File: src/rtl/aft_defs.vh
// constants for the api frame parser: framing bytes, frame types, register map, limits
// assumes inclusion by every rtl file of the block
`ifndef AFT_DEFS_VH
`define AFT_DEFS_VH
`define AFT_DELIM 8'h7E
`define AFT_ESC 8'h7D
`define AFT_ESC_XOR 8'h20
`define AFT_CSUM_GOOD 8'hFF
`define AFT_TYPE_TX16 8'h01
`define AFT_TYPE_ATCMD 8'h08
`define AFT_TYPE_TXSTAT 8'h89
`define AFT_TYPE_ATRSP 8'h88
`define AFT_BCAST_ADDR 16'hFFFF
`define AFT_OPT_NOACK 0
`define AFT_OPT_BCPAN 2
`define AFT_OPT_LEGAL 8'h05
`define AFT_TX16_MINLEN 16'h0005
`define AFT_ATCMD_MINLEN 16'h0004
`define AFT_TX16_HDR 16'h0005
`define AFT_ATCMD_HDR 16'h0004
`define AFT_NAME_ESC 16'h4150
`define AFT_NAME_MAXPL 16'h4E50
`define AFT_ESC_MODE_ON 2'h2
`define AFT_ESC_RESET 2'h1
`define AFT_RAM_AW 8
`define AFT_MAX_PAYLOAD 32'h0000_0100
`define AFT_REG_CTRL 9'h000
`define AFT_REG_STATUS 9'h001
`define AFT_REG_FINFO 9'h002
`define AFT_REG_DEST 9'h003
`define AFT_REG_PLEN 9'h004
`define AFT_REG_CMD 9'h005
`define AFT_REG_PARAM 9'h006
`define AFT_REG_DROPS 9'h007
`define AFT_ST_TXPEND 0
`define AFT_ST_CMDPEND 1
`define AFT_ST_CSUMERR 2
`define AFT_ST_FMTERR 3
`endif

File: src/rtl/aft_payload_ram.v
// payload store for one transmit frame, one write port and one registered read port
// assumes writer and reader share mclk; no reset on the array itself
`timescale 1ns/1ps
`include "aft_defs.vh"
module aft_payload_ram (
  input wire mclk,
  input wire wrEn,
  input wire [`AFT_RAM_AW-1:0] wrAddr,
  input wire [7:0] wrData,
  input wire [`AFT_RAM_AW-1:0] rdAddr,
  output reg [7:0] rdData
);
  reg [7:0] mem [0:(1<<`AFT_RAM_AW)-1];

  always @(posedge mclk)
  begin
    if (wrEn)
    begin
      mem[wrAddr] <= wrData;
    end
    rdData <= mem[rdAddr];
  end
endmodule // aft_payload_ram

File: src/rtl/aft_esc_decoder.v
// removes escape sequences from the serial byte stream and flags frame delimiters
// assumes one byte per rxValid strobe, synchronous to mclk
`timescale 1ns/1ps
`include "aft_defs.vh"
module aft_esc_decoder (
  input wire mclk,
  input wire rst_n,
  input wire escEnable,
  input wire [7:0] rawData,
  input wire rawValid,
  output reg [7:0] outData,
  output reg outValid,
  output reg outDelim
);
  reg escPend_reg;

  always @(posedge mclk or negedge rst_n)
  begin
    if (!rst_n)
    begin
      escPend_reg <= 1'b0;
      outData <= 8'h00;
      outValid <= 1'b0;
      outDelim <= 1'b0;
    end
    else
    begin
      outValid <= 1'b0;
      outDelim <= 1'b0;
      if (rawValid)
      begin
        if (rawData == `AFT_DELIM)
        begin
          // a raw delimiter always restarts, even after a dangling escape
          escPend_reg <= 1'b0;
          outDelim <= 1'b1;
        end
        else if (escEnable && rawData == `AFT_ESC)
        begin
          escPend_reg <= 1'b1;
        end
        else
        begin
          outValid <= 1'b1;
          outData <= escPend_reg ? (rawData ^ `AFT_ESC_XOR) : rawData;
          escPend_reg <= 1'b0;
        end
      end
    end
  end
endmodule // aft_esc_decoder

File: src/rtl/aft_frame_engine.v
// api frame parser for 16-bit transmit requests and local command requests
// assumes serial bytes arrive one per rxValid strobe; registers on avalon-mm slave
// Contract
// - two bytes after delimiter count bytes between count field and checksum
// - type 0x01 frame requests transmit of payload to 16-bit address
// - frame id zero suppresses any response frame
// - bytes from position 5 hold destination; 0xFFFF means broadcast
// - options bit 0 no ack, bit 2 broadcast pan; other bits zero
// - payload from position 8 to checksum; max payload is queryable
// - checksum is 0xFF minus low byte of sum from position 3
// - nonzero-id transmit request gets status frame 0x89 with same id
// - type 0x08 sets or queries a setting, applied immediately
// - type 0x08 positions 5 and 6 hold two ascii command characters
// - value from position 7 sets; none means query current value
// - type 0x08 answered by 0x88 with id; query returns current value
// - frames start with 0x7E; delimiter and count excluded from checksum
// - frames with bad checksum are discarded entirely; here their payload bytes still overwrite the payload ram
// - escaped bytes arrive as 0x7D then byte xor 0x20
// - count excludes escapes; checksum over unescaped values
//
// Register access over Avalon-MM and the register offsets were decided locally.
`timescale 1ns/1ps
`include "aft_defs.vh"
module aft_frame_engine (
  input wire mclk,
  input wire rst_n,
  input wire [7:0] rxData,
  input wire rxValid,
  input wire txDone,
  input wire txSuccess,
  input wire [31:0] cfgQueryValue,
  output wire [15:0] cfgQueryName,
  output reg txReqStrobe,
  output reg txBroadcast,
  output reg [15:0] txDest,
  output reg [7:0] txOptions,
  output reg [7:0] txFrameId,
  output reg [15:0] txPayloadLen,
  output reg cmdStrobe,
  output reg cmdIsQuery,
  output reg [15:0] cmdName,
  output reg [31:0] cmdValue,
  output reg rspValid,
  output reg [7:0] rspType,
  output reg [7:0] rspFrameId,
  output reg [31:0] rspValue,
  output wire escEnable,
  input wire [8:0] avsAddress,
  input wire avsRead,
  input wire avsWrite,
  input wire [31:0] avsWritedata,
  output wire [31:0] avsReaddata,
  output wire avsWaitrequest
);
  localparam [4:0] ST_IDLE = 5'b00001;
  localparam [4:0] ST_LENH = 5'b00010;
  localparam [4:0] ST_LENL = 5'b00100;
  localparam [4:0] ST_BODY = 5'b01000;
  localparam [4:0] ST_CSUM = 5'b10000;

  wire [7:0] byteData;
  wire byteValid;
  wire byteDelim;
  wire [7:0] ramRdData;

  reg [4:0] state_reg;
  reg [4:0] state_next;
  reg [15:0] len_reg;
  reg [15:0] pos_reg;
  reg [7:0] sum_reg;
  reg [7:0] curType_reg;
  reg [7:0] curId_reg;
  reg [15:0] curWord_reg;
  reg [7:0] curOpt_reg;
  reg [31:0] curParam_reg;
  reg [1:0] escSetting_reg;
  reg [3:0] status_reg;
  reg [3:0] status_next;
  reg [15:0] drops_reg;
  reg [7:0] pendId_reg;
  reg txStatPend_reg;
  reg txStatFail_reg;
  reg rdDone_reg;
  reg [31:0] rdHold_reg;
  reg rdRam_reg;

  aft_esc_decoder i_aft_esc_decoder (
    .mclk(mclk),
    .rst_n(rst_n),
    .escEnable(escEnable),
    .rawData(rxData),
    .rawValid(rxValid),
    .outData(byteData),
    .outValid(byteValid),
    .outDelim(byteDelim)
  );

  // payload address is the body position less the fixed fields
  wire [15:0] plIndex = pos_reg - `AFT_TX16_HDR;
  wire ramWr = state_reg[3] && byteValid && curType_reg == `AFT_TYPE_TX16 &&
    pos_reg >= `AFT_TX16_HDR && plIndex < `AFT_MAX_PAYLOAD;

  aft_payload_ram i_aft_payload_ram (
    .mclk(mclk),
    .wrEn(ramWr),
    .wrAddr(plIndex[`AFT_RAM_AW-1:0]),
    .wrData(byteData),
    .rdAddr(avsAddress[`AFT_RAM_AW-1:0]),
    .rdData(ramRdData)
  );

  assign escEnable = (escSetting_reg == `AFT_ESC_MODE_ON);
  assign cfgQueryName = curWord_reg;

  // frame decode at the checksum byte
  wire csumByte = state_reg[4] && byteValid;
  wire csumOk = (sum_reg + byteData) == `AFT_CSUM_GOOD;
  wire isTx = curType_reg == `AFT_TYPE_TX16;
  wire isCmd = curType_reg == `AFT_TYPE_ATCMD;
  wire txLenOk = len_reg >= `AFT_TX16_MINLEN &&
    {16'h0000, len_reg - `AFT_TX16_HDR} <= `AFT_MAX_PAYLOAD;
  wire cmdLenOk = len_reg >= `AFT_ATCMD_MINLEN;
  wire optOk = (curOpt_reg & ~`AFT_OPT_LEGAL) == 8'h00;
  wire txGood = csumByte && csumOk && isTx && txLenOk && optOk;
  wire cmdGood = csumByte && csumOk && isCmd && cmdLenOk;
  wire fmtBad = csumByte && csumOk && ((isTx && !(txLenOk && optOk)) || (isCmd && !cmdLenOk));
  wire cmdQuery = len_reg == `AFT_ATCMD_HDR;
  wire cmdRsp = cmdGood && curId_reg != 8'h00;

  // the current value of a setting this block owns is answered locally
  reg [31:0] queryVal;
  always @*
  begin
    queryVal = cfgQueryValue;
    if (curWord_reg == `AFT_NAME_ESC)
    begin
      queryVal = {30'h0000_0000, escSetting_reg};
    end
    else if (curWord_reg == `AFT_NAME_MAXPL)
    begin
      queryVal = `AFT_MAX_PAYLOAD;
    end
  end

  always @*
  begin
    state_next = state_reg;
    case (state_reg)
      ST_IDLE: state_next = ST_IDLE;
      ST_LENH: if (byteValid) state_next = ST_LENL;
      ST_LENL: if (byteValid) state_next = ({len_reg[15:8], byteData} == 16'h0000) ? ST_CSUM : ST_BODY;
      ST_BODY: if (byteValid && pos_reg == len_reg - 16'h0001) state_next = ST_CSUM;
      ST_CSUM: if (byteValid) state_next = ST_IDLE;
      default: state_next = ST_IDLE;
    endcase
    if (byteDelim)
    begin
      state_next = ST_LENH;
    end
  end

  always @(posedge mclk or negedge rst_n)
  begin
    if (!rst_n)
    begin
      state_reg <= ST_IDLE;
      len_reg <= 16'h0000;
      pos_reg <= 16'h0000;
      sum_reg <= 8'h00;
      curType_reg <= 8'h00;
      curId_reg <= 8'h00;
      curWord_reg <= 16'h0000;
      curOpt_reg <= 8'h00;
      curParam_reg <= 32'h0000_0000;
    end
    else
    begin
      state_reg <= state_next;
      if (byteDelim)
      begin
        // a restart drops whatever partial frame was collected
        pos_reg <= 16'h0000;
        sum_reg <= 8'h00;
        curType_reg <= 8'h00;
        curOpt_reg <= 8'h00;
        curParam_reg <= 32'h0000_0000;
      end
      else if (byteValid)
      begin
        if (state_reg[1])
        begin
          len_reg <= {byteData, 8'h00};
        end
        if (state_reg[2])
        begin
          len_reg <= {len_reg[15:8], byteData};
        end
        if (state_reg[3])
        begin
          pos_reg <= pos_reg + 16'h0001;
          sum_reg <= sum_reg + byteData;
          if (pos_reg == 16'h0000)
          begin
            curType_reg <= byteData;
          end
          if (pos_reg == 16'h0001)
          begin
            curId_reg <= byteData;
          end
          if (pos_reg == 16'h0002 || pos_reg == 16'h0003)
          begin
            curWord_reg <= {curWord_reg[7:0], byteData};
          end
          if (pos_reg == 16'h0004 && isTx)
          begin
            curOpt_reg <= byteData;
          end
          if (pos_reg >= `AFT_ATCMD_HDR && pos_reg < 16'h0008 && isCmd)
          begin
            curParam_reg <= {curParam_reg[23:0], byteData};
          end
        end
      end
    end
  end

  // events from decoded serial frames and from software that touch the sticky status
  wire wrStatus = avsWrite && avsAddress == `AFT_REG_STATUS;
  always @*
  begin
    status_next = status_reg & ~(wrStatus ? avsWritedata[3:0] : 4'h0);
    // a set in the same cycle as the clear wins
    if (txGood)
    begin
      status_next[`AFT_ST_TXPEND] = 1'b1;
    end
    if (cmdGood)
    begin
      status_next[`AFT_ST_CMDPEND] = 1'b1;
    end
    if (csumByte && !csumOk)
    begin
      status_next[`AFT_ST_CSUMERR] = 1'b1;
    end
    if (fmtBad)
    begin
      status_next[`AFT_ST_FMTERR] = 1'b1;
    end
  end

  always @(posedge mclk or negedge rst_n)
  begin
    if (!rst_n)
    begin
      status_reg <= 4'h0;
      drops_reg <= 16'h0000;
      escSetting_reg <= `AFT_ESC_RESET;
      txReqStrobe <= 1'b0;
      txBroadcast <= 1'b0;
      txDest <= 16'h0000;
      txOptions <= 8'h00;
      txFrameId <= 8'h00;
      txPayloadLen <= 16'h0000;
      cmdStrobe <= 1'b0;
      cmdIsQuery <= 1'b0;
      cmdName <= 16'h0000;
      cmdValue <= 32'h0000_0000;
      pendId_reg <= 8'h00;
      txStatPend_reg <= 1'b0;
      txStatFail_reg <= 1'b0;
      rspValid <= 1'b0;
      rspType <= 8'h00;
      rspFrameId <= 8'h00;
      rspValue <= 32'h0000_0000;
    end
    else
    begin
      status_reg <= status_next;
      txReqStrobe <= txGood;
      cmdStrobe <= cmdGood;
      rspValid <= 1'b0;
      if ((csumByte && !csumOk) || fmtBad)
      begin
        drops_reg <= drops_reg + 16'h0001;
      end
      if (avsWrite && avsAddress == `AFT_REG_CTRL)
      begin
        escSetting_reg <= avsWritedata[1:0];
      end
      if (txGood)
      begin
        txDest <= curWord_reg;
        txBroadcast <= curWord_reg == `AFT_BCAST_ADDR;
        txOptions <= curOpt_reg & `AFT_OPT_LEGAL;
        txFrameId <= curId_reg;
        txPayloadLen <= len_reg - `AFT_TX16_HDR;
        pendId_reg <= curId_reg;
      end
      if (cmdGood)
      begin
        cmdName <= curWord_reg;
        cmdIsQuery <= cmdQuery;
        cmdValue <= curParam_reg;
        if (!cmdQuery && curWord_reg == `AFT_NAME_ESC)
        begin
          escSetting_reg <= curParam_reg[1:0];
        end
      end
      // only the latest transmit id is tracked; status for id zero is never queued
      if (txDone && pendId_reg != 8'h00)
      begin
        txStatPend_reg <= 1'b1;
        txStatFail_reg <= !txSuccess;
      end
      if (cmdRsp)
      begin
        rspValid <= 1'b1;
        rspType <= `AFT_TYPE_ATRSP;
        rspFrameId <= curId_reg;
        rspValue <= cmdQuery ? queryVal : 32'h0000_0000;
      end
      else if (txStatPend_reg)
      begin
        // command answers take the slot; the status goes out one cycle later
        rspValid <= 1'b1;
        rspType <= `AFT_TYPE_TXSTAT;
        rspFrameId <= pendId_reg;
        rspValue <= {31'h0000_0000, txStatFail_reg};
        txStatPend_reg <= txDone && pendId_reg != 8'h00;
      end
    end
  end

  // bus reads take two cycles so ram and register data both come from flops
  assign avsWaitrequest = avsRead && !rdDone_reg;
  assign avsReaddata = rdRam_reg ? {24'h00_0000, ramRdData} : rdHold_reg;

  always @(posedge mclk or negedge rst_n)
  begin
    if (!rst_n)
    begin
      rdDone_reg <= 1'b0;
      rdRam_reg <= 1'b0;
      rdHold_reg <= 32'h0000_0000;
    end
    else
    begin
      rdDone_reg <= avsRead && !rdDone_reg;
      if (avsRead && !rdDone_reg)
      begin
        rdRam_reg <= avsAddress[8];
        case (avsAddress)
          `AFT_REG_CTRL: rdHold_reg <= {30'h0000_0000, escSetting_reg};
          `AFT_REG_STATUS: rdHold_reg <= {28'h000_0000, status_reg};
          `AFT_REG_FINFO: rdHold_reg <= {8'h00, txOptions, txFrameId, 7'h00, txBroadcast};
          `AFT_REG_DEST: rdHold_reg <= {16'h0000, txDest};
          `AFT_REG_PLEN: rdHold_reg <= {16'h0000, txPayloadLen};
          `AFT_REG_CMD: rdHold_reg <= {15'h0000, cmdIsQuery, cmdName};
          `AFT_REG_PARAM: rdHold_reg <= cmdValue;
          `AFT_REG_DROPS: rdHold_reg <= {16'h0000, drops_reg};
          default: rdHold_reg <= 32'h0000_0000;
        endcase
      end
    end
  end
endmodule // aft_frame_engine

File: config.mk
export PLATFORM = sky130hd
export DESIGN_NAME = aft_frame_engine
export DESIGN_NICKNAME = d
export VERILOG_FILES = /design/src/rtl/aft_payload_ram.v /design/src/rtl/aft_esc_decoder.v /design/src/rtl/aft_frame_engine.v
export VERILOG_INCLUDE_DIRS = /design/src /design/src/rtl
export SDC_FILE = /design/constraint.sdc
export NUM_CORES = 2
export LEC_CHECK = 0
export BUFFER_PORTS_ARGS = -buffer_cell sky130_fd_sc_hd__buf_2
export CAP_MARGIN = 20
export CORE_ASPECT_RATIO = 1.2
export CORE_UTILIZATION = 50
export DETAILED_ROUTE_END_ITERATION = 8
export PLACE_DENSITY = 0.66
export SYNTH_ARGS = -nofsm -noshare
export SYNTH_HDL_FRONTEND = slang
export SYNTH_SLANG_ARGS = --single-unit
File: constraint.sdc
create_clock -name mclk -period 7.1 [get_ports mclk]
set_input_delay 1.42 -clock mclk [delete_from_list [all_inputs] [get_ports mclk]]
set_output_delay 1.42 -clock mclk [all_outputs]
set_load 0.1 [all_outputs]
======== Word-level counts from Yosys, hierarchy flattened ========
Memories as Yosys holds them, arrays and structs flattened. A register that Yosys moved wholly into a read port is not among the register bits.
Index checks and enable logic that the tools add are counted.
operators by class
  add/subtract/negate cells ............... 6
  multipliers ............................. 0
  div/mod/pow operators ................... 0
  magnitude comparators ................... 7
  equal/unequal tests ..................... 30
  shift-type cells ........................ 0
  muxes and demuxes ....................... 61
  bitwise operators ....................... 7
  reductions and logical operators ........ 60
operators with widths
  operator                                                         count
  2-to-1 mux 32 bit                                                10
  case mux 32 bit (8 select lines)                                 1
  2-to-1 mux 8 bit                                                 17
  >= comparator 16 x 3 -> 1 bit, second input constant             4
  2-to-1 mux 16 bit                                                3
  == test 9 x 3 -> 1 bit, second input constant                    4
  adder 16 x 1 -> 16 bit, second input constant                    2
  == test 16 x 15 -> 1 bit, second input constant                  2
  == test 16 x 2 -> 1 bit, second input constant                   2
  == test 16 x 3 -> 1 bit, second input constant                   2
  logical NOT 16 bit                                               2
  subtractor 16 x 3 -> 16 bit, second input constant               2
  2-to-1 mux 5 bit                                                 6
  logical AND 1 bit                                                28
  case mux 5 bit (4 select lines)                                  1
  == test 9 x 2 -> 1 bit, second input constant                    2
  2-to-1 mux 1 bit                                                 18
  == test 16 x 1 -> 1 bit, second input constant                   1
  == test 16 bit                                                   1
  == test 16 bit, second input constant                            1
  == test 8 x 7 -> 1 bit, second input constant                    2
  less-or-equal comparator 16 x 9 -> 1 bit, second input constant  1
  < comparator 16 x 4 -> 1 bit, second input constant              1
  < comparator 16 x 9 -> 1 bit, second input constant              1
  other kinds (28)                                                 57
word-level totals
  bits in registers ....................... 329
  latch bits .............................. 0
  RAM bits ................................ 2,048
  ROM bits ................................ 0
  input port bits ......................... 88
  output and inout port bits .............. 199
  word-level logic and storage cells ...... 208
  memories ................................ 1
memory list
  name                   depth  width  read ports  clocked after memory_dff  wr ports  line                  text
  i_aft_payload_ram.mem  256    8      1           1                         1         aft_payload_ram.v:13  reg [7:0] mem [0:(1<<`AFT_RAM_AW)-1];

======== Depth between registers and ports, before layout ========
  depth in word-level cells ............... 9
  mapped depth ............................ 12
  depth with buffers taken out ............ 9

======== Cells and area by module ========
Synthesis repeated with hierarchy kept, for this count alone.
unflattened totals
  cells, all modules ...................... 5,255
  area, all modules ....................... 95,350.2 um^2
modules (own cells, without submodules)
  module            times used  cells each  area each (um^2)
  aft_payload_ram   1           3,733       79,556.3
  aft_frame_engine  1           1,462       15,204.6
  aft_esc_decoder   1           60          589.3

======== Least setup slack after synthesis ========
Ideal clock, no wire load.
  path kind ............................... flip-flop to flip-flop
  from .................................... reg i_aft_esc_decoder.outData[0]
  to ...................................... reg cmdName[10]
  data arrival time ....................... 6.312 ns
  required time ........................... 6.974 ns
  setup slack ............................. 0.663 ns
  cell stages (with the launch flop) ...... 12
  buffers on the path ..................... 3
  period minus slack after synthesis ...... 6.437 ns
  cells stage by stage .................... dfrtp_1 > ha_1 > fa_1 > nand3_1 > a2111oi_0 > a211oi_1 > or3_1 > or4_1 > clkbuf_1 > buf_2 > buf_2 > mux2_2
between the ends
  word-level cells in the longest chain between the ends .. 5
ends and longest elaborated chain
  element                         line                    text
  from (decl)                     aft_esc_decoder.v:11    output reg [7:0] outData,
  from (signal assigned)          aft_esc_decoder.v:45    outData <= escPend_reg ? (rawData ^ `AFT_ESC_XOR) : rawData;
  adder 8 bit                     aft_frame_engine.v:117  wire csumOk = (sum_reg + byteData) == `AFT_CSUM_GOOD;
  == test 8 bit (no line)         n/a
  logical AND 1 bit (3 in a row)  aft_frame_engine.v:125  wire cmdGood = csumByte && csumOk && isCmd && cmdLenOk;
  to (signal assigned)            aft_frame_engine.v:301  cmdName <= curWord_reg;
  to (decl)                       aft_frame_engine.v:41   output reg [15:0] cmdName,
No other way between the ends.
A chain may end at the register's enable or synchronous reset.

======== Worst setup path after layout ========
  from .................................... reg i_aft_esc_decoder.outData[0]
  to ...................................... reg escSetting_reg[1]
between the ends
  word-level cells in the longest chain between the ends .. 6
ends and longest elaborated chain
  element                         line                    text
  adder 8 bit                     aft_frame_engine.v:117
  == test 8 bit (no line)         n/a
  logical AND 1 bit (3 in a row)  aft_frame_engine.v:125
  2-to-1 mux 2 bit                aft_frame_engine.v:299  if (cmdGood)
  to (signal assigned)            aft_frame_engine.v:257  escSetting_reg <= `AFT_ESC_RESET;
  to (signal assigned)            aft_frame_engine.v:288  escSetting_reg <= avsWritedata[1:0];
  to (signal assigned)            aft_frame_engine.v:306  escSetting_reg <= curParam_reg[1:0];
  to (decl)                       aft_frame_engine.v:76   reg [1:0] escSetting_reg;
No other way between the ends.

==> metrics <==
CTS Buf Count 216; Die ar. 0.190 mm²; Most flops, register i_aft_payload_ram.mem; largest family of logic cells by synthesized area multiplexers; hold endpoint rdHold_reg[8]$_DFFE_PN0P_; Yosys cell types 75; async set or reset register ratio after synthesis 13.6%; aggregate global routing overflow 0; multiplexer share of the synthesized area 14.7%; Max clock buf depth 3; number of flops mapped to enable cells by yosys 2048; Mean Syn Cell Area 18.6 µm²; flops & latches, synth 2379; DR WL/cell 29.5 µm; hold_sp rdHold_reg[8]$_DFFE_PN0P_; largest cells by area after synthesis edfxtp_1 (65%), mux4_2 (12%), dfrtp_1 (8.5%), a22oi_1 (1.7%), mux2_2 (1.6%); crit start category flop; vias in the first global route 49597; Worst Path Required 7850 ps; die width 398 µm; clk_skew 32.1 ps; hold buffer count at cts 0; CTS root buf clkbuf_16; number of port buffers 247; Critical R2R Launch i_aft_esc_decoder.outData[0]$_DFFE_PN0P_; period utilization 66.9%; Layout Cells excl Fill 7951; sequential power share 54.6%; final setup fails 0; status completed; Core ar. 0.187 mm²; Main synth FF type edfxtp_1; RSZ-0062 raised after global routing false; simple-gate share of the synthesized area 4.48%; first-pass GRT wire length 341000 µm; final hold vios 0; vias 49153; max reg flops 2048; Seq/Total Area, Yosys 74.2%; R2R Path End escSetting_reg[1]$_DFF_PN0_; Post-Route WL 235000 µm; largest net degree at the start of global routing 204; Inst Count DP 7537; Slew Limit Headroom 20.7%; Clock power frac 40.6%; Fill cells 13957; Slew @ Worst Pin 1190 ps; Setup Fix Bufs, Post-CTS 0; max capacitance violation total 0; GRT Overall Usage 24.8%; worst skew pair latency 870 ps; hpwl dp 143000 µm; Critical Path AT 5500 ps; Netlist Area Pre-Place 0.0940 mm²; Post-CTS Resized 0; Reg2Reg Setup Slack 2350 ps; NetSw 6.19 mW; Fin Setup TNS 0 ps; Power Total 28.4 mW; H-tree levels 4; net switching share of the total power 21.8%; initial core utilization 50.3%; post-synth top area share 65.4%; Util after Layout 56.3%; reg2reg path depth 10; xor/xnor cell area share of the yosys netlist 0.615%; layout cell share with drive strength beyond 1 25.2%; DR DRC count 0; antenna violations before repair 8; CTS tree done; Lkg Pwr 35.4 nW; row count 174; most frequent cells in the layout edfxtp_1 (2048), mux4_2 (518), nor2_1 (359); DRT iter0 DRCs 5049; combinational fraction of design power 4.8%; Die H 477 µm; Pwr Density 270 mW/mm²; CTS clk-pin slew, worst paths 60 ps; Min-Delay Path Class reg -> reg; Synthesis Warnings 0; Placer Congestion 0.847; compound-cell area share of the yosys netlist 4.28%; 1st-pass router iterations 6; CP Class reg -> reg; CP Max Fanout 64; CP Capture Type flop; vias per cell 6.18; antenna violation net count after detailed routing 0; io pins 287; area share of fa/ha/maj cells after synthesis 0.234%; Pins Over Slew Limit 0; Layout area overhead 12.0%; final net count 5400; CTS sink count 2379; post-synthesis instance total 5049; crit path from i_aft_esc_decoder.outData[0]$_DFFE_PN0P_; maximum vdd drop 212 µV; internal power 22.2 mW; most common cell after layout, fill and taps aside edfxtp_1; Yosys top cell by area edfxtp_1; Final min period 4750 ps; Fmax achieved 0.211 GHz; hold path depth 2
-- routing by layer --
layer  up-vias  global-route usage [%]  routed length (µm)
met5         -                       0                  38
met4         6                    9.97                9740
met3       446                    4.74               18500
met2      2077                    40.6              117000
met1     25800                    32.6               90000
li1      20824                       -                   -
-- worst max-delay path, cell delays in order (launching register included) --
cell	delay [ps]
dfrtp_4	910
ha_1	330
fa_1	230
nand3_1	130
a2111oi_0	640
a211oi_1	170
or3_1	470
or4_2	560
buf_4	360
nor3b_1	420
mux2_2	370
-- final cells by class --
| class | instances | area, µm² | share of cell area (%) |
|---|---|---|---|
| antenna | 4 | 10.0 | 0.00951 |
| clock buffer | 275 | 5790 | 5.50 |
| clock inverter | 131 | 1220 | 1.16 |
| inverter | 26 | 97.6 | 0.0927 |
| multi-input combinational | 2324 | 23000 | 21.8 |
| sequential | 2379 | 69800 | 66.3 |
| tap | 2464 | 3080 | 2.93 |
| timing repair buffer | 348 | 2340 | 2.22 |
-- power groups by stage --
stage / Combinational, mW / Clock (mW) / Sequential, mW
after global placement: 1.33 / 0 / 15.8
after detailed placement: 1.37 / 0 / 15.8
after CTS: 1.37 / 11.7 / 15.5
final: 1.37 / 11.5 / 15.5
after floorplan: 0.717 / 0 / 15.9
after global routing: 1.45 / 12.2 / 15.5
-- through the flow --
| step | area (µm²) | hold WS [ps] | setup WS, ps |
|---|---|---|---|
| after floorplan | 94100 | 439 | 663 |
| after global placement | 98200 | 460 | 1780 |
| after detailed placement | 98200 | 463 | 1750 |
| after CTS | 105000 | 477 | 2280 |
| after global routing | 105000 | 502 | 1960 |
| final | 105000 | 474 | 2350 |
-- cells by family (layout without fill, tap and decap cells) --
kind of cell,Yosys count,in the layout
compound gates,618,618
other cells,1,15
simple gates,897,897
mux,715,715
xor+xnor,66,66
buf+inv,356,780
fa+ha+maj,17,17
flops,2379,2379
-- worst max-delay path by stage --
stage	end	slack (ps)	cells past startpoint
after floorplan	cmdName[10]$_DFFE_PN0P_	660	11
after global routing	escSetting_reg[1]$_DFF_PN0_	1960	10
after CTS	escSetting_reg[1]$_DFF_PN0_	2280	10
after global placement	i_aft_payload_ram.rdData[5]$_DFF_P_	1780	9
final	escSetting_reg[1]$_DFF_PN0_	2350	10
after detailed placement	i_aft_payload_ram.rdData[5]$_DFF_P_	1750	9
-- cells in the mapped netlist, types with 6 or more instances --
cell type	count
clkbuf_1	222
a22oi_1	216
a22o_1	29
mux4_2	518
and3_1	16
nand2b_1	14
ha_1	16
dfrtp_1	321
o21ai_0	103
edfxtp_1	2048
nand3_1	79
xnor2_1	36
nand3_2	6
a21o_1	6
o211ai_1	17
a21oi_1	173
nor2_1	361
xor2_1	30
buf_1	57
and2_1	12
nand4_1	24
o22ai_1	7
or3_1	14
buf_4	12
a221oi_1	18
mux2i_1	64
dfxtp_1	8
clkbuf_2	6
mux2_2	133
nor3_1	24
buf_2	33
nand2_1	205
inv_1	26
or4_1	10
nor4_1	47
a31oi_1	8
nor2b_1	49
No activity file was read; power rests on OpenSTA's default activity.
